[config.mk]
export PLATFORM = sky130hd
export DESIGN_NAME = bbac_alarm_capture
export DESIGN_NICKNAME = d
export VERILOG_FILES = /design/src/bbac_pkg.sv /design/src/bbac_alarm_capture.sv /design/src/bbac_link_sync.sv /design/src/bbac_irq_ctrl.sv
export VERILOG_INCLUDE_DIRS = /design/src
export SDC_FILE = /design/constraint.sdc
export NUM_CORES = 1
export LEC_CHECK = 0
export BUFFER_PORTS_ARGS = -buffer_cell sky130_fd_sc_hd__buf_2
export CAP_MARGIN = 20
export CORE_MARGIN = 2
export CORE_UTILIZATION = 50
export DETAILED_ROUTE_END_ITERATION = 10
export PLACE_DENSITY = 0.84
export SETUP_SLACK_MARGIN = 0.15
export SLEW_MARGIN = 20
export SYNTH_ARGS = -nofsm -noshare
export SYNTH_HDL_FRONTEND = slang
export SYNTH_SLANG_ARGS = --single-unit
[constraint.sdc]
create_clock -name clk_sys -period 2.77 [get_ports clk_sys]
set_input_delay 0.1385 -clock clk_sys [delete_from_list [all_inputs] [get_ports clk_sys]]
set_output_delay 0.1385 -clock clk_sys [all_outputs]
set_load 0.05 [all_outputs]
[src/bbac_params.svh]
`ifndef BBAC_PARAMS_SVH
`define BBAC_PARAMS_SVH

// Bus addresses on the battery link, as 7-bit slave addresses.
`define BBAC_HOST_SLAVE_ADDR 7'h08
`define BBAC_CHARGER_ADDR 7'h09
`define BBAC_MANAGER_ADDR 7'h0A
`define BBAC_WRITE_BIT 1'b0

// Command codes whose contents an alarm carries, and the charger capability code.
`define BBAC_CMD_NONE 8'h00
`define BBAC_CMD_CHARGER_STATE 8'h13
`define BBAC_CMD_CHARGER_CAPABILITY 8'h11
`define BBAC_CMD_PACK_SYSTEM_STATE_INT 8'h21
`define BBAC_CMD_PACK_SYSTEM_STATE 8'h01
`define BBAC_CMD_PACK_SELECTOR_STATE 8'h01

// Byte framing of one alarm message.
`define BBAC_BITS_PER_BYTE 4'h8
`define BBAC_BYTE_OWN_ADDR 2'h0
`define BBAC_BYTE_SRC_ADDR 2'h1
`define BBAC_BYTE_DATA_LOW 2'h2
`define BBAC_BYTE_DATA_HIGH 2'h3

// Register byte offsets on the APB.
`define BBAC_OFS_ALARM_ADDR 8'h00
`define BBAC_OFS_ALARM_DATA 8'h04
`define BBAC_OFS_STATUS 8'h08
`define BBAC_OFS_CLEAR 8'h0C
`define BBAC_OFS_ENABLE 8'h10
`define BBAC_OFS_CONFIG 8'h14
`define BBAC_OFS_INFO 8'h18

// Configuration fields: battery count, integrated function, selector kind.
`define BBAC_CFG_COUNT_MSB 2
`define BBAC_CFG_INTEGRATED_BIT 4
`define BBAC_CFG_SELECTOR_BIT 5
`define BBAC_MAX_BATTERIES 3'h4
`define BBAC_CFG_COUNT_RESET 3'h0

// Event and status bit positions.
`define BBAC_EVT_WIDTH 3
`define BBAC_EVT_ALARM 0
`define BBAC_EVT_UNKNOWN 1
`define BBAC_EVT_REFUSED 2
`define BBAC_EVT_RESET 3'h0

`endif

[src/bbac_pkg.sv]
package bbac_pkg;

    // Receiver states, one-hot.
    typedef enum logic [3:0] {
        BBAC_IDLE = 4'b0001,
        BBAC_RECV = 4'b0010,
        BBAC_ACK = 4'b0100,
        BBAC_SKIP = 4'b1000
    } bbac_rx_state_t;

    // Who sent the latest alarm.
    typedef enum logic [1:0] {
        BBAC_SRC_NONE = 2'h0,
        BBAC_SRC_CHARGER = 2'h1,
        BBAC_SRC_MANAGER = 2'h2,
        BBAC_SRC_UNKNOWN = 2'h3
    } bbac_src_t;

    typedef struct packed {
        logic [1:0] stage1;
        logic [1:0] stage2;
        logic [1:0] prev;
    } bbac_sync_state_t;

    typedef struct packed {
        logic [2:0] status;
        logic [2:0] enable;
        logic irq;
    } bbac_irq_state_t;

    typedef struct packed {
        bbac_rx_state_t rx;
        logic [7:0] shiftByte;
        logic [3:0] bitCount;
        logic [1:0] byteIndex;
        logic sdaLow;
        logic [7:0] rxAddr;
        logic [7:0] rxLow;
        logic [7:0] alarmAddr;
        logic [15:0] alarmData;
        bbac_src_t srcKind;
        logic [7:0] srcCmd;
        logic [2:0] cfgCount;
        logic cfgIntegrated;
        logic cfgSelector;
        logic [2:0] evt;
        logic [31:0] prdata;
    } bbac_core_state_t;

endpackage : bbac_pkg

[src/bbac_alarm_capture.sv]
// Chosen here: the placing of the registers and the APB interface to the registers.
`timescale 1ns/1ps
`include "bbac_params.svh"
// Overview of operation
// A charger sends an alarm notify whenever battery or adapter status changes.
// Plain charger alarm data holds its charger_state_cmd register, code 0x13.
// Any charger alarm is stored with alarm address 0x09.
// Address and data are captured, then alarm status set, then interrupt raised.
// Charger flags an integrated manager or selector in charger_capability_cmd bit 4.
// Integrated manager sends code 0x21, integrated selector 0x01; address stays charger.
// A standalone manager sends an alarm notify on battery or adapter change.
// Standalone manager alarm stores pack_system_state_cmd 0x01 data and address 0x0A.
// A standalone selector acts as a manager, its data from pack_selector_state_cmd.
// Stored address is the 7-bit address shifted left with the write bit.
// Battery count 0 to 4; zero means no manager or selector.
// Alarms are received as a bus slave at host address 0x8.
// Captured address and data hold until software clears the alarm bit.
module bbac_alarm_capture (
    input wire logic clk_sys,
    input wire logic rst,
    // APB slave.
    input wire logic psel,
    input wire logic penable,
    input wire logic pwrite,
    input wire logic [7:0] paddr,
    input wire logic [31:0] pwdata,
    output logic [31:0] prdata,
    output logic pready,
    output logic pslverr,

    // Battery link pins, open drain.
    input wire logic sclIn,
    input wire logic sdaIn,
    output logic sdaOut,
    output logic sdaOe,

    // Interrupt to the system.
    output logic system_control_irq
);
    import bbac_pkg::*;

    bbac_core_state_t s;
    bbac_core_state_t next_s;

    // Synchronised link lines and their edges.
    logic [1:0] pinLevel;
    logic [1:0] pinRise;
    logic [1:0] pinFall;

    // Sticky status and enable, also the capture lock.
    logic [2:0] irqStatus;
    logic [2:0] irqEnable;

    // Named views of the link lines.
    logic sclLevel;
    logic sclRise;
    logic sclFall;
    logic sdaLevel;
    logic startSeen;
    logic stopSeen;
    logic alarmPending;

    // Register bus decode.
    logic apbSetup;
    logic apbWrite;
    logic addrMapped;
    logic clrWrite;
    logic enWrite;

    // Configuration view and source class.
    logic managerPresent;
    bbac_src_t decKind;
    logic [7:0] decCmd;

    // Both link lines come from another party and pass the synchroniser first.
    bbac_link_sync u_sync (
        .clk_sys(clk_sys),
        .rst(rst),
        .pinIn({sdaIn, sclIn}),
        .level(pinLevel),
        .rise(pinRise),
        .fall(pinFall)
    );

    // Bit 0 is the clock line, bit 1 the data line.
    assign sclLevel = pinLevel[0];
    assign sclRise = pinRise[0];
    assign sclFall = pinFall[0];
    assign sdaLevel = pinLevel[1];

    // Start and stop are data edges while the clock line stands high.
    assign startSeen = pinFall[1] & sclLevel;
    assign stopSeen = pinRise[1] & sclLevel;

    // A set alarm bit locks the capture registers against the next message.
    assign alarmPending = irqStatus[`BBAC_EVT_ALARM];

    // A nonzero battery count means a manager or selector sits on the bus.
    assign managerPresent = (s.cfgCount != `BBAC_CFG_COUNT_RESET);

    // The open-drain data line is only ever pulled low, never driven high.
    // Pulling low only avoids fighting the pull-up.
    assign sdaOut = 1'b0;
    assign sdaOe = s.sdaLow;

    // APB decode; the slave never inserts wait states.
    // Reads stand from the setup edge, so no access needs a second cycle.
    assign apbSetup = psel & ~penable;
    assign apbWrite = psel & penable & pwrite;
    assign pready = 1'b1;
    assign prdata = s.prdata;

    // Offsets that answer; all others are unmapped.
    always_comb begin
        case (paddr)
            `BBAC_OFS_ALARM_ADDR,
            `BBAC_OFS_ALARM_DATA,
            `BBAC_OFS_STATUS,
            `BBAC_OFS_CLEAR,
            `BBAC_OFS_ENABLE,
            `BBAC_OFS_CONFIG,
            `BBAC_OFS_INFO: begin
                addrMapped = 1'b1;
            end
            default: begin
                addrMapped = 1'b0;
            end
        endcase
    end

    // Unmapped offsets answer with an error; writes to read-only words are dropped.
    assign pslverr = psel & penable & ~addrMapped;
    assign clrWrite = apbWrite & (paddr == `BBAC_OFS_CLEAR);
    assign enWrite = apbWrite & (paddr == `BBAC_OFS_ENABLE);

    // Classify the originator from the stored address byte and the configuration.
    // A read bit, a foreign address, or the manager address with a zero battery count gives kind unknown.
    always_comb begin
        decKind = BBAC_SRC_UNKNOWN;
        decCmd = `BBAC_CMD_NONE;
        if (s.rxAddr[0] != `BBAC_WRITE_BIT) begin
            decKind = BBAC_SRC_UNKNOWN;
            decCmd = `BBAC_CMD_NONE;
        end else if (s.rxAddr[7:1] == `BBAC_CHARGER_ADDR) begin
            decKind = BBAC_SRC_CHARGER;
            // The charger's flags choose the register its data carries.
            if (!s.cfgIntegrated) begin
                decCmd = `BBAC_CMD_CHARGER_STATE;
            end else if (s.cfgSelector) begin
                decCmd = `BBAC_CMD_PACK_SELECTOR_STATE;
            end else begin
                decCmd = `BBAC_CMD_PACK_SYSTEM_STATE_INT;
            end
        end else if (s.rxAddr[7:1] == `BBAC_MANAGER_ADDR && managerPresent) begin
            decKind = BBAC_SRC_MANAGER;
            // A manager is expected only with a nonzero battery count.
            if (s.cfgSelector) begin
                decCmd = `BBAC_CMD_PACK_SELECTOR_STATE;
            end else begin
                decCmd = `BBAC_CMD_PACK_SYSTEM_STATE;
            end
        end
    end

    // Receiver and register next state.
    always_comb begin
        next_s = s;
        next_s.evt = `BBAC_EVT_RESET;
        // Event pulses last one cycle; the interrupt block holds them.

        // Stop and start end or restart a message from any state.
        if (stopSeen) begin
            next_s.rx = BBAC_IDLE;
            next_s.sdaLow = 1'b0;
        end else if (startSeen) begin
            next_s.rx = BBAC_RECV;
            next_s.bitCount = 4'h0;
            next_s.byteIndex = `BBAC_BYTE_OWN_ADDR;
            next_s.sdaLow = 1'b0;
        end else begin
            case (s.rx)
                BBAC_IDLE: begin
                    // Wait for a start.
                    next_s.sdaLow = 1'b0;
                end
                BBAC_RECV: begin
                    // Data is sampled when the clock line rises, most significant bit first.
                    // The count stops at eight.
                    if (sclRise && s.bitCount != `BBAC_BITS_PER_BYTE) begin
                        next_s.shiftByte = {s.shiftByte[6:0], sdaLevel};
                        next_s.bitCount = s.bitCount + 4'h1;
                    end

                    // After the eighth bit the acknowledge is decided on the falling clock.
                    if (sclFall && s.bitCount == `BBAC_BITS_PER_BYTE) begin
                        next_s.bitCount = 4'h0;
                        case (s.byteIndex)
                            `BBAC_BYTE_OWN_ADDR: begin
                                if (s.shiftByte != {`BBAC_HOST_SLAVE_ADDR, `BBAC_WRITE_BIT}) begin
                                    next_s.rx = BBAC_SKIP;
                                end else if (alarmPending) begin
                                    // Refusing keeps the held alarm intact; the sender retries.
                                    next_s.rx = BBAC_SKIP;
                                    next_s.evt[`BBAC_EVT_REFUSED] = 1'b1;
                                end else begin
                                    next_s.rx = BBAC_ACK;
                                    next_s.sdaLow = 1'b1;
                                end
                            end
                            `BBAC_BYTE_SRC_ADDR: begin
                                next_s.rxAddr = s.shiftByte;
                                next_s.rx = BBAC_ACK;
                                next_s.sdaLow = 1'b1;
                            end
                            `BBAC_BYTE_DATA_LOW: begin
                                // Held until the high byte arrives.
                                next_s.rxLow = s.shiftByte;
                                next_s.rx = BBAC_ACK;
                                next_s.sdaLow = 1'b1;
                            end
                            default: begin
                                // Whole message received: load address and data, then flag it.
                                next_s.alarmAddr = s.rxAddr;
                                next_s.alarmData = {s.shiftByte, s.rxLow};
                                next_s.srcKind = decKind;
                                next_s.srcCmd = decCmd;
                                next_s.evt[`BBAC_EVT_ALARM] = 1'b1;
                                next_s.evt[`BBAC_EVT_UNKNOWN] = (decKind == BBAC_SRC_UNKNOWN);
                                next_s.rx = BBAC_ACK;
                                next_s.sdaLow = 1'b1;
                            end
                        endcase
                    end
                end
                BBAC_ACK: begin
                    // The line is released on the falling clock that ends the ninth bit.
                    if (sclFall) begin
                        next_s.sdaLow = 1'b0;
                        if (s.byteIndex == `BBAC_BYTE_DATA_HIGH) begin
                            next_s.rx = BBAC_SKIP;
                        end else begin
                            next_s.byteIndex = s.byteIndex + 2'h1;
                            next_s.rx = BBAC_RECV;
                        end
                    end
                end
                BBAC_SKIP: begin
                    // Extra bytes and foreign traffic are left unacknowledged.
                    next_s.sdaLow = 1'b0;
                end
                default: begin
                    // An illegal state returns to idle.
                    next_s.rx = BBAC_IDLE;
                    next_s.sdaLow = 1'b0;
                end
            endcase
        end

        // Configuration write; a battery count above the maximum is ignored.
        // The flags are taken even when the count is refused.
        if (apbWrite && paddr == `BBAC_OFS_CONFIG) begin
            if (pwdata[`BBAC_CFG_COUNT_MSB:0] <= `BBAC_MAX_BATTERIES) begin
                next_s.cfgCount = pwdata[`BBAC_CFG_COUNT_MSB:0];
            end
            next_s.cfgIntegrated = pwdata[`BBAC_CFG_INTEGRATED_BIT];
            next_s.cfgSelector = pwdata[`BBAC_CFG_SELECTOR_BIT];
        end

        // Read data is loaded in the setup cycle and stands through the access cycle.
        if (apbSetup) begin
            next_s.prdata = 32'h0;
            case (paddr)
                `BBAC_OFS_ALARM_ADDR: begin
                    next_s.prdata[7:0] = s.alarmAddr;
                end
                `BBAC_OFS_ALARM_DATA: begin
                    next_s.prdata[15:0] = s.alarmData;
                end
                `BBAC_OFS_STATUS: begin
                    next_s.prdata[2:0] = irqStatus;
                end
                `BBAC_OFS_ENABLE: begin
                    next_s.prdata[2:0] = irqEnable;
                end
                `BBAC_OFS_CONFIG: begin
                    next_s.prdata[`BBAC_CFG_COUNT_MSB:0] = s.cfgCount;
                    next_s.prdata[`BBAC_CFG_INTEGRATED_BIT] = s.cfgIntegrated;
                    next_s.prdata[`BBAC_CFG_SELECTOR_BIT] = s.cfgSelector;
                end
                `BBAC_OFS_INFO: begin
                    // Busy helps software avoid racing a capture.
                    next_s.prdata[7:0] = s.srcCmd;
                    next_s.prdata[9:8] = s.srcKind;
                    next_s.prdata[10] = managerPresent;
                    next_s.prdata[11] = (s.rx != BBAC_IDLE);
                end
                default: begin
                    next_s.prdata = 32'h0;
                end
            endcase
        end
    end

    // Single state register of the block.
    // Reset leaves the receiver idle and nothing captured.
    always_ff @(posedge clk_sys or posedge rst) begin
        if (rst) begin
            s.rx <= BBAC_IDLE;
            s.shiftByte <= 8'h00;
            s.bitCount <= 4'h0;
            s.byteIndex <= `BBAC_BYTE_OWN_ADDR;
            s.sdaLow <= 1'b0;
            s.rxAddr <= 8'h00;
            s.rxLow <= 8'h00;
            s.alarmAddr <= 8'h00;
            s.alarmData <= 16'h0000;
            s.srcKind <= BBAC_SRC_NONE;
            s.srcCmd <= `BBAC_CMD_NONE;
            s.cfgCount <= `BBAC_CFG_COUNT_RESET;
            s.cfgIntegrated <= 1'b0;
            s.cfgSelector <= 1'b0;
            s.evt <= `BBAC_EVT_RESET;
            s.prdata <= 32'h0;
        end else begin
            s <= next_s;
        end
    end

    // Sticky events, enable mask and the interrupt line.
    // Registered, so the interrupt trails status by a cycle.
    bbac_irq_ctrl u_irq (
        .clk_sys(clk_sys),
        .rst(rst),
        .evt(s.evt),
        .clrWrite(clrWrite),
        .enWrite(enWrite),
        .wdata(pwdata[2:0]),
        .status(irqStatus),
        .enable(irqEnable),
        .irq(system_control_irq)
    );
endmodule : bbac_alarm_capture

[src/bbac_link_sync.sv]
`timescale 1ns/1ps
module bbac_link_sync (
    input wire logic clk_sys,
    input wire logic rst,
    input wire logic [1:0] pinIn,
    output logic [1:0] level,
    output logic [1:0] rise,
    output logic [1:0] fall
);
    import bbac_pkg::*;

    bbac_sync_state_t s;
    bbac_sync_state_t next_s;

    // Three flops per pin; only the second stage and its delayed copy feed edge logic.
    genvar i;
    generate
        for (i = 0; i < 2; i = i + 1) begin : g_pin
            assign level[i] = s.stage2[i];
            assign rise[i] = s.stage2[i] & ~s.prev[i];
            assign fall[i] = ~s.stage2[i] & s.prev[i];
        end
    endgenerate

    // Shift chain of the synchroniser.
    always_comb begin
        next_s = s;
        next_s.stage1 = pinIn;
        next_s.stage2 = s.stage1;
        next_s.prev = s.stage2;
    end

    // Idle bus lines are high, so reset to high avoids a false edge at release.
    always_ff @(posedge clk_sys or posedge rst) begin
        if (rst) begin
            s <= '{stage1: 2'h3, stage2: 2'h3, prev: 2'h3};
        end else begin
            s <= next_s;
        end
    end
endmodule : bbac_link_sync

[src/bbac_irq_ctrl.sv]
`timescale 1ns/1ps
`include "bbac_params.svh"
module bbac_irq_ctrl (
    input wire logic clk_sys,
    input wire logic rst,
    input wire logic [2:0] evt,
    input wire logic clrWrite,
    input wire logic enWrite,
    input wire logic [2:0] wdata,
    output logic [2:0] status,
    output logic [2:0] enable,
    output logic irq
);
    import bbac_pkg::*;

    bbac_irq_state_t s;
    bbac_irq_state_t next_s;

    assign status = s.status;
    assign enable = s.enable;
    assign irq = s.irq;

    // Sticky status per bit; an event in the clearing cycle wins over the clear.
    always_comb begin
        next_s = s;
        for (int i = 0; i < `BBAC_EVT_WIDTH; i++) begin
            next_s.status[i] = evt[i] | (s.status[i] & ~(clrWrite & wdata[i]));
        end
        if (enWrite) begin
            next_s.enable = wdata;
        end
        // Registered, so the line rises the cycle after the status bit.
        next_s.irq = |(s.status & s.enable);
    end

    always_ff @(posedge clk_sys or posedge rst) begin
        if (rst) begin
            s <= '{status: `BBAC_EVT_RESET, enable: `BBAC_EVT_RESET, irq: 1'b0};
        end else begin
            s <= next_s;
        end
    end
endmodule : bbac_irq_ctrl

**Yosys cells after proc, flatten, opt, wreduce, memory -nomap -nowiden**

Index checks and enable logic that the tools add are counted.

- Input port bits: 47
- Bits in registers: 106
- Output and inout port bits: 37
- Logic and storage cells: 157

- Mux-type cells: 48
- Equal/unequal tests: 26
- Bitwise gates (word level): 34
- $lt $le $gt $ge: 1
- Add/sub/neg operators: 2
- Reductions and logical operators: 24

Operators by type and width:

| kind | count |
|---|---|
| $mux 51 | 1 |
| $mux 4 | 12 |
| $mux 34 | 1 |
| $mux 8 | 4 |
| $eq 8x5->1 const B | 3 |
| $and 1x1->1 | 18 |
| $pmux 3 s6 | 1 |
| $eq 8x4->1 const B | 2 |
| $mux 3 | 5 |
| $reduce_and 5->1 | 3 |
| $eq 7x4->1 const B | 2 |
| $mux 6 | 2 |
| $ne 4x4->1 const B | 3 |
| $not 1->1 | 12 |
| $pmux 4 s3 | 1 |
| $reduce_and 4->1 | 3 |
| $mux 1 | 10 |
| $mux 2 | 5 |
| $ne 5x5->1 const B | 2 |
| $eq 4x4->1 const B | 2 |
| $eq 8x3->1 const B | 1 |
| $logic_not 8->1 | 1 |
| $ne 8x5->1 const B | 1 |
| $pmux 2 s4 | 1 |
| other kinds (27) | 39 |

**Longest topological paths before layout**

Gate-level depths: netlist of run 1.

- Depth in word-level cells: 11
- Gate-level depth with buffers: 8

**Modules after synthesis**

Synthesis of run 1 repeated with hierarchy kept, for this count alone.

- Cell total of the unflattened synthesis: 419
- Area total of the unflattened synthesis: 4,859.7 µm²

Modules (own cells, without submodules):

| module | area each (µm²) | sequential area each (µm²) | instances | cells an instance |
|---|---|---|---|---|
| bbac_alarm_capture | 4,386.7 | 2,203.4 | 1 | 387 |
| bbac_irq_ctrl | 261.5 | 175.2 | 1 | 19 |
| bbac_link_sync | 211.5 | 157.7 | 1 | 13 |

**Worst setup path before layout of run 1**

Ideal clock, no wire load.

- Path kind: register to register
- Start: register s[108] (netlist bit)
- End: register s[95] (netlist bit)
- Setup slack: 0.784 ns
- Required time: 2.694 ns
- Arrival: 1.910 ns
- Setup time: 0.076 ns
- Cell stages (with the launch flop): 6
- Buffers on the path: 0
- Path through: dfrtp_1 > or4b_4 > nor3_4 > nor3_1 > or4b_1 > o21ai_1

- Longest elaborated chain between the ends: 3

Ends and longest elaborated chain:

| item | line | source |
|---|---|---|
| start: declaration | bbac_alarm_capture.sv:42 | `bbac_core_state_t s;` |
| start signal: assignment | bbac_alarm_capture.sv:325 | `s <= next_s;` |
| $eq 4x2->1 | bbac_alarm_capture.sv:181 | `case (s.rx)` |
| $reduce_bool 2->1 (no line) | -- |  |
| $reduce_and 3->1 (no line) | -- |  |

Every way passes these cells.
A chain may end at the register's enable or synchronous reset.

**Worst setup path in the final report of run 1**

Same ends and word-level chain as after synthesis.

==> metrics, run 1 <==
status completed; gr usage total 18.4%; Syn Area/Cell 11.4 um2; crit-path max FO 8; Num CTS Buffers 9; Pwr Total approximately 2.7 mW; post-synthesis mux area share 14.3%; Synth Flop Type dfrtp_1; n_diodes 0; vias in the first global route 3037; clk_lat worst skew between 0.3 and 0.4 ns; area of the multi-input gates between 1500 and 2000 um2; # IOs 84; DRT Wirelength between 8000 and 9000 um; most frequent cell after synthesis dfrtp_1; synthesis warning total 0; setup TNS 0 ns; dpl cells 558; crit-path cells or4b_4 > nor3_4 > nor3_1 > or4b_1 > o21ai_1; Sw Ratio 28.2%; leading area contributor after synthesis dfrtp_1; area grow syn2layout 7.97%; Adder-Cell Fraction of Synth Area 1.85%; FILL cells 754; Max Buffers Root-to-Sink 2; register area share after synthesis 53.5%; placed inst area 4880 um2; Worst Hold Class input port to register; Slew Limit Fails 0; full die area around 10000 um2; fin cells 579; Hold Crit Depth 3; xor/xnor share of the synthesized area 0.185%; first-pass GRT wire length 14700 um; Final period util 80.2%; # port buffers 38; Setup CP Type register to register; Fin. Hold Viols 0; CP peak stage delay 0.61 ns; hold-fix buffers at CTS 5; Max VDD drop 0.220 mV; Cells after Synth 417; Detailed Place HPWL 6540 um; P_leak roughly 2.5 nW; Die Ht 101 um; EDFF count, synth 0; Clock Pin Slew Worst Setup and Hold Paths 0.10 ns; Worst Setup End Kind register; internal power approximately 2.0 mW; main combinational cell family by area after synthesis multiplexers; initial antenna violation count 0; DRC 0; worst slew pin tran 0.906 ns; nets@finish 499; startpoint class of the critical path register; Synth top area share 49.6%; setup bufs post-CTS 0; hold_ws 0.0571 ns; asr flop ratio synth 100%; row count 35; Sequential Power Share 57.3%; post-synthesis cell type count 53; top cells by count, synth dfrtp_1 (94), mux2_2 (56), nand2_1 (43), buf_4 (34), o21ai_0 (30); skew final 0.0123 ns; Synth Cell Area 4740 um2; Critical Path RT approximately 3.1 ns; total global routing overflow 0; Power Dens Cells 532 nW/um2; DRT Pass-1 Iters 4; flops & latches, synth 101; Compound-Gate Fraction of Synth Area 9.87%; Core Box Area 9240 um2; Rel. slew slack between 30% and 40%; Max-Cap Viols 0; main area contributors after synthesis dfrtp_1 (50%), mux2_2 (13%), buf_4 (5.4%); Wirelength per Cell around 15 um; endpoints failing setup 0; Logic pwr share 10.1%; Critical Path AT 2.52 ns; CTS tree built; Clock power frac 32.6%; fmax 450 MHz; gpl congestion 0.844; share of cells above drive strength 1 28.9%; Simple-Gate Fraction of Synth Area 12.8%; post-route ant nets 0; Final Cell Area 5120 um2; Starting Density 51.3%; unrepaired setup endpoints after global routing false; CTS H-tree depth 3; CTS Root Cell clkbuf_8; worst-path cell with the longest stage delay or4b_4; largest net degree at the start of global routing 40; Die W 101 um; via density per instance 5.39; r2r worst-path depth 5; Psw 0.769 mW; clock tree sinks 101; Post-CTS Resized 0; Vias 3119; Storage cell area 2540 um2; Iter 0 DRT Violations 156; Final min period 2.22 ns
[critical path, delay by kind of cell, from the launching register on]
kind,cells,cell delay (ns)
AO/OA/AOI/OAI,1,0.13
flip-flops,1,0.46
AND/OR/NAND/NOR,4,1.57
[routing by layer]
layer	vias up	part of all wire, %	GRT usage (%)
met5	-	0	0
met4	0	1.3	5.51
met3	11	4.0	4.21
met2	91	51	32.5
met1	1534	43	22.6
li1	1483	-	-
[power groups by stage]
stage	Clock, mW	Combinational, mW	Sequential, mW
after floorplan	0	0.231	1.57
after global placement	0	0.259	1.58
after detailed placement	0	0.272	1.59
after CTS	0.905	0.277	1.56
after global routing	0.973	0.305	1.57
final	0.887	0.276	1.56
[stage by stage]
step / utilization (%) / setup WS (ns)
6_report: 55.4 / 0.548
5_1_grt: 55.4 / 0.365
4_1_cts: 55.4 / 0.551
3_5_place_dp: 52.9 / 0.546
3_3_place_gp: 52.9 / 0.624
2_1_floorplan: - / 0.784
[final timing paths]
check | from | to | slack, ns
hold / removal | pwdata[0] | s[37] | 0.06
setup reg to reg | s[108] | s[95] | 0.55
max in group asynchronous | rst | s[80] | 1.49
setup / recovery | s[108] | s[95] | 0.55
hold reg to reg | u_sync.next_s[3] | u_sync.level[1] | 0.36
min in group asynchronous | rst | s[39] | 0.47
[kinds of logic after synthesis]
family                     count (synthesis)
xor gates and xnor gates                   1
other                                      2
adders and majority gates                  7
and+or+nand+nor                          114
muxes                                     61
DFF                                      101
buffers and inverters                     58
AOI/OAI and AO/OA                         73
[flip-flops by register name (all words and copies together), names as in the netlist]
register / flops
s: 71
prdata: 16
u_irq.enable: 3
u_irq.status: 3
u_sync.level: 2
u_sync.next_s: 2
u_sync.s: 2
sdaOe: 1
u_irq.irq: 1
[cells in the final DEF (no fill, tap or decap), types with 8 or more instances in the layout]
cell,Yosys,layout
o21ai_0,30,30
buf_2,3,38
nor2_1,18,18
nand3_1,8,8
nand2_1,43,43
inv_1,12,11
a21oi_1,9,9
clkbuf_8,0,9
conb_1,2,18
nor3_1,8,8
a22oi_1,10,10
mux2_2,56,56
dfrtp_1,94,94
[cell type report]
type,count,share of cell area [%]
flip-flops and latches,101,49.5
clock inverters,7,1.22
well taps,129,3.15
inverters,12,0.953
clock buffers,9,2.42
repair buffers,47,5.28
multi-input cells,274,37.5
No activity file was read; power rests on OpenSTA's default activity.
==> run 2, diff against run 1 <==
- clock period: 2.77 -> 2 ns (I/O delays scaled with it)
==> run 2 against run 1 <==
The run now ends with negative setup slack left. Hold slack worse by 0.026 ns. Register-to-register slack worse by 0.55 ns. Cell count up 4.8%. Power increased by 47%. Core utilization rose by 4.9 points. Setup slack got worse by 0.55 ns. Critical path type unchanged. Largest power group unchanged.
==> metrics, run 2 (synthesis gave the netlist of run 1 again) <==
startpoint class of the critical path register; Clock Pin Slew Worst Setup and Hold Paths 0.10 ns; DRT Pass-1 Iters 4; CTS H-tree depth 3; unrepaired setup endpoints after global routing true; fin cells 607; Iter 0 DRT Violations 128; Critical Path RT 2.24 ns; DRT Wirelength 9980 um; CP peak stage delay 0.59 ns; fin util 60.4%; via density per instance 5.55; Max-Cap Viols 0; DP Worst Slack -0.0997 ns; nets@finish 527; CTS Root Cell clkbuf_8; Core Box Area 9240 um2; CTS tree built; worst setup margin -0.00648 ns; Starting Density 51.3%; gr usage total 19.1%; Fin. Hold Viols 0; endpoints failing setup 1; vias in the first global route 3240; max FFs per register 71; P_leak 2.75 nW; most frequent cells in the layout dfrtp_1 (94), mux2_2 (55), buf_2 (39); worst slew pin tran 0.532 ns; Worst Hold Class input port to register; worst-path cell with the longest stage delay or4b_4; row count 35; Vias between 3000 and 4000; share of cells above drive strength 1 36.0%; Slew Limit Fails 0; initial antenna violation count 0; Num CTS Buffers 9; full die area 10300 um2; # IOs 84; Pwr Total about 4 mW; post-route ant nets 0; # port buffers 38; Wirelength per Cell 16.4 um; Max Buffers Root-to-Sink 2; clk_lat worst skew 0.36 ns; Rel. slew slack 64.3%; Max VDD drop 0.351 mV; most common cell after layout, fill and taps aside dfrtp_1; Biggest register s; FILL cells roughly 670; Power Dens Cells slightly above 700 nW/um2; first-pass GRT wire length roughly 15000 um; Final min period 2.01 ns; skew final 0.0191 ns; area grow syn2layout 17.6%; crit-path max FO 17; Worst Setup End Kind register; status finished, violations left; crit-path cells or4b_4 > nor3_4 > buf_6 > nand2_8 > buf_12 > mux2_2; biggest regs s x71, prdata x16; fmax 498 MHz; Die W 101 um; Die Ht 101 um; total global routing overflow 0; Detailed Place HPWL 6500 um; largest net degree at the start of global routing 84; violated checks negative setup slack; Critical Path AT roughly 2.3 ns; clock tree sinks 101; n_diodes 0; Setup CP Type register to register; DRC 0; Final period util 100%; gpl congestion 0.851; dpl cells approximately 580
## run 2: critical path, delay by kind of cell, from the launching register on
kind	cells	cell delay (ns)
flops	1	0.38
buf+inv	2	0.34
mux	1	0.29
simple gates	3	0.87
## run 2: worst paths after layout
check	end	start	depth (start not counted)	slack [ns]
min in group asynchronous	s[37]	rst	3	0.28
worst min-delay path	s[37]	pwdata[0]	3	0.03
worst max-delay path	s[61]	s[105]	6	-0.006
worst min register to register	u_sync.level[0]	u_sync.next_s[2]	0	0.36
max in group asynchronous	s[80]	rst	4	0.96
worst max register to register	s[61]	s[105]	6	-0.006
## run 2: per-layer routing
metal | GRT usage [%] | vias to the layer above | part of all wire [%]
li1 | - | 1538 | -
met1 | 22.7 | 1694 | 41
met2 | 33.6 | 118 | 52
met3 | 4.97 | 21 | 5.3
met4 | 6.44 | 0 | 2.1
met5 | 0 | - | 0
## run 2: area by class of cell
cell class	instances	area, um2	area share (%)
repair buffers	75	548	9.83
inverters	12	48.8	0.875
flip-flops and latches	101	2540	45.5
multi-input cells	274	2070	37.1
clock buffers	10	138	2.47
well taps	129	161	2.89
clock inverters	6	76.3	1.37
## run 2: through the flow
step	instance area [um2]	hold slack, ns	setup TNS [ns]
2_1_floorplan	4830	0.104	0
3_3_place_gp	5060	0.130	0
3_5_place_dp	5060	0.134	-0.760
4_1_cts	5400	0.0225	0
5_1_grt	5580	0.0343	-1.05
6_report	5580	0.0315	-0.00648
## run 2: repair_timing
item / CTS / global route
resized for setup: 12 / 20
setup buffers: 3 / 5
endpoints found under the hold margin: 22 / 0
setup endpoints to repair: 57 / 61
pin swaps: 0 / 2
gates cloned: 0 / 3
hold buffers: 5 / 0
## run 2: where the power goes
part	internal, mW	switching, mW
Clock	0.635	0.727
Combinational	0.186	0.313
Sequential	2.10	0.0410
Total	2.92	1.08
==> run 3, diff against run 2 <==
- SKIP_CTS_REPAIR_TIMING: unset -> 1
==> run 3 against run 2 <==
The flow now finishes without violations. Count of clock-buffer cells in the layout unchanged. Sequential share of layout area is essentially flat. Cell count stayed put. Wire length decreased by 0.40%. Hold slack got worse by 0.0053 ns. Register-to-register slack better by 0.04 ns. Non-clock buffer count did not move. Maximum frequency increased by 2.2%. Critical path type unchanged. Critical endpoint is now s[57]. Largest power group unchanged.
==> metrics, run 3 (synthesis gave the netlist of run 1 again) <==
status completed; Worst Path Buf+Inv 2; post-route ant nets 0; endpoints failing setup 0; Max VDD drop 0.352 mV; DRC 0; Max-Cap Viols 0; Sw Ratio about 27%; area grow syn2layout 17.7%; gr usage total 18.8%; Fin. Hold Viols 0; DP Worst Slack -0.0997 ns; Vias about 3400; clk_lat worst skew about 0.37 ns; CTS Root Cell clkbuf_8; Worst Setup End Kind register; crit-path cells or4b_4 > nor3_4 > buf_6 > nand2_4 > buf_12 > mux2_2; crit-path max FO 17; Sequential Power Share 53.3%; Wirelength per Cell ~16 um; P_leak 2.76 nW; startpoint class of the critical path register; Rel. slew slack 63.0%; most frequent cells in the layout dfrtp_1 (94), mux2_2 (51), nand2_1 (40); initial antenna violation count 0; Starting Density 51.3%; Max Buffers Root-to-Sink 2; Final period util 98.2%; full die area between 10000 and 15000 um2; via density per instance between 5 and 6; internal power 2.92 mW; fin cells 607; R2R Setup Slk 0.04 ns; # port buffers 38; worst setup margin 0.0366 ns; worst slew pin tran 0.551 ns; fmax 509 MHz; Die W 101 um; skew final 0.0195 ns; biggest regs s x71, prdata x16; Critical Path AT 2.21 ns; most common cell after layout, fill and taps aside dfrtp_1; unrepaired setup endpoints after global routing true; Die Ht 101 um; delay-heaviest family, CP simple AND/OR/NAND/NOR gates; Clock Pin Slew Worst Setup and Hold Paths 0.10 ns; Core Box Area 9240 um2; dpl cells 575; Power Dens Cells 719 nW/um2; CTS H-tree depth 3; # IOs 84; first-pass GRT wire length about 15000 um; row count 35; worst-path cell with the longest stage delay or4b_4; n_diodes 0; Worst Hold Class input port to register; largest net degree at the start of global routing 84; setup TNS 0 ns; Detailed Place HPWL 6500 um; max FFs per register 71; CP peak stage delay 0.59 ns; Critical Path RT around 2.3 ns; Slew Limit Fails 0; vias in the first global route 3162; DRT Wirelength 9940 um; share of cells above drive strength 1 35.6%; Iter 0 DRT Violations 200; DRT Pass-1 Iters 5; gpl congestion roughly 0.85; clock tree sinks 101; Logic pwr share 12.6%; nets@finish between 500 and 600; Setup CP Type register to register; Num CTS Buffers 9; Clock power frac 34.1%; Biggest register s; CTS tree built; total global routing overflow 0; Psw 1.09 mW; Final min period slightly below 2 ns
run 3: cell counts in the layout (fill, tap and decap cells not counted):
Identical to the previous run, type by type.
run 3: power groups by stage:
stage | Clock (mW) | Combinational [mW] | Sequential [mW]
final | 1.37 | 0.504 | 2.14
after global routing | 1.47 | 0.551 | 2.14
after CTS | 1.39 | 0.444 | 2.14
after detailed placement | 0 | 0.444 | 2.18
after global placement | 0 | 0.426 | 2.17
after floorplan | 0 | 0.321 | 2.18
run 3: cell type report:
class | instances | area (um2)
multi-input cells | 274 | 2070
clock buffers | 10 | 138
well taps | 129 | 161
inverters | 12 | 48.8
repair buffers | 75 | 554
flip-flops and latches | 101 | 2540
fillers | 668 | 3660
clock inverters | 6 | 76.3
run 3: tightest hold or removal path, cell delays in order:
cell	delay, ns
buf_2	0.12
inv_1	0.06
a31oi_1	0.07
run 3: per-stage QoR:
stage / total power, mW / instance area (um2) / utilization, % / hold WS (ns)
2_1_floorplan: 2.50 / 4830 / - / 0.104
3_3_place_gp: 2.60 / 5060 / 54.7 / 0.130
3_5_place_dp: 2.62 / 5060 / 54.7 / 0.134
4_1_cts: 3.97 / 5270 / 57.0 / -0.269
5_1_grt: 4.16 / 5580 / 60.4 / 0.0339
6_report: 4.01 / 5580 / 60.4 / 0.0262
run 3: worst paths after layout:
check,to,cells past startpoint,startpoint
setup / recovery,s[57],6,s[105]
hold / removal,s[37],3,pwdata[0]
setup reg to reg,s[57],6,s[105]
hold reg to reg,u_sync.level[0],0,u_sync.next_s[2]
max in group asynchronous,s[105],4,rst
min in group asynchronous,prdata[1],3,rst
run 3: routing by layer:
metal | part of all wire, % | vias up | global-route usage (%) | wire (um)
li1 | - | 1538 | - | -
met1 | 40 | 1684 | 22.6 | 3970
met2 | 53 | 130 | 32.6 | 5230
met3 | 5.1 | 27 | 4.97 | 505
met4 | 2.4 | 0 | 6.44 | 234
met5 | 0 | - | 0 | 0
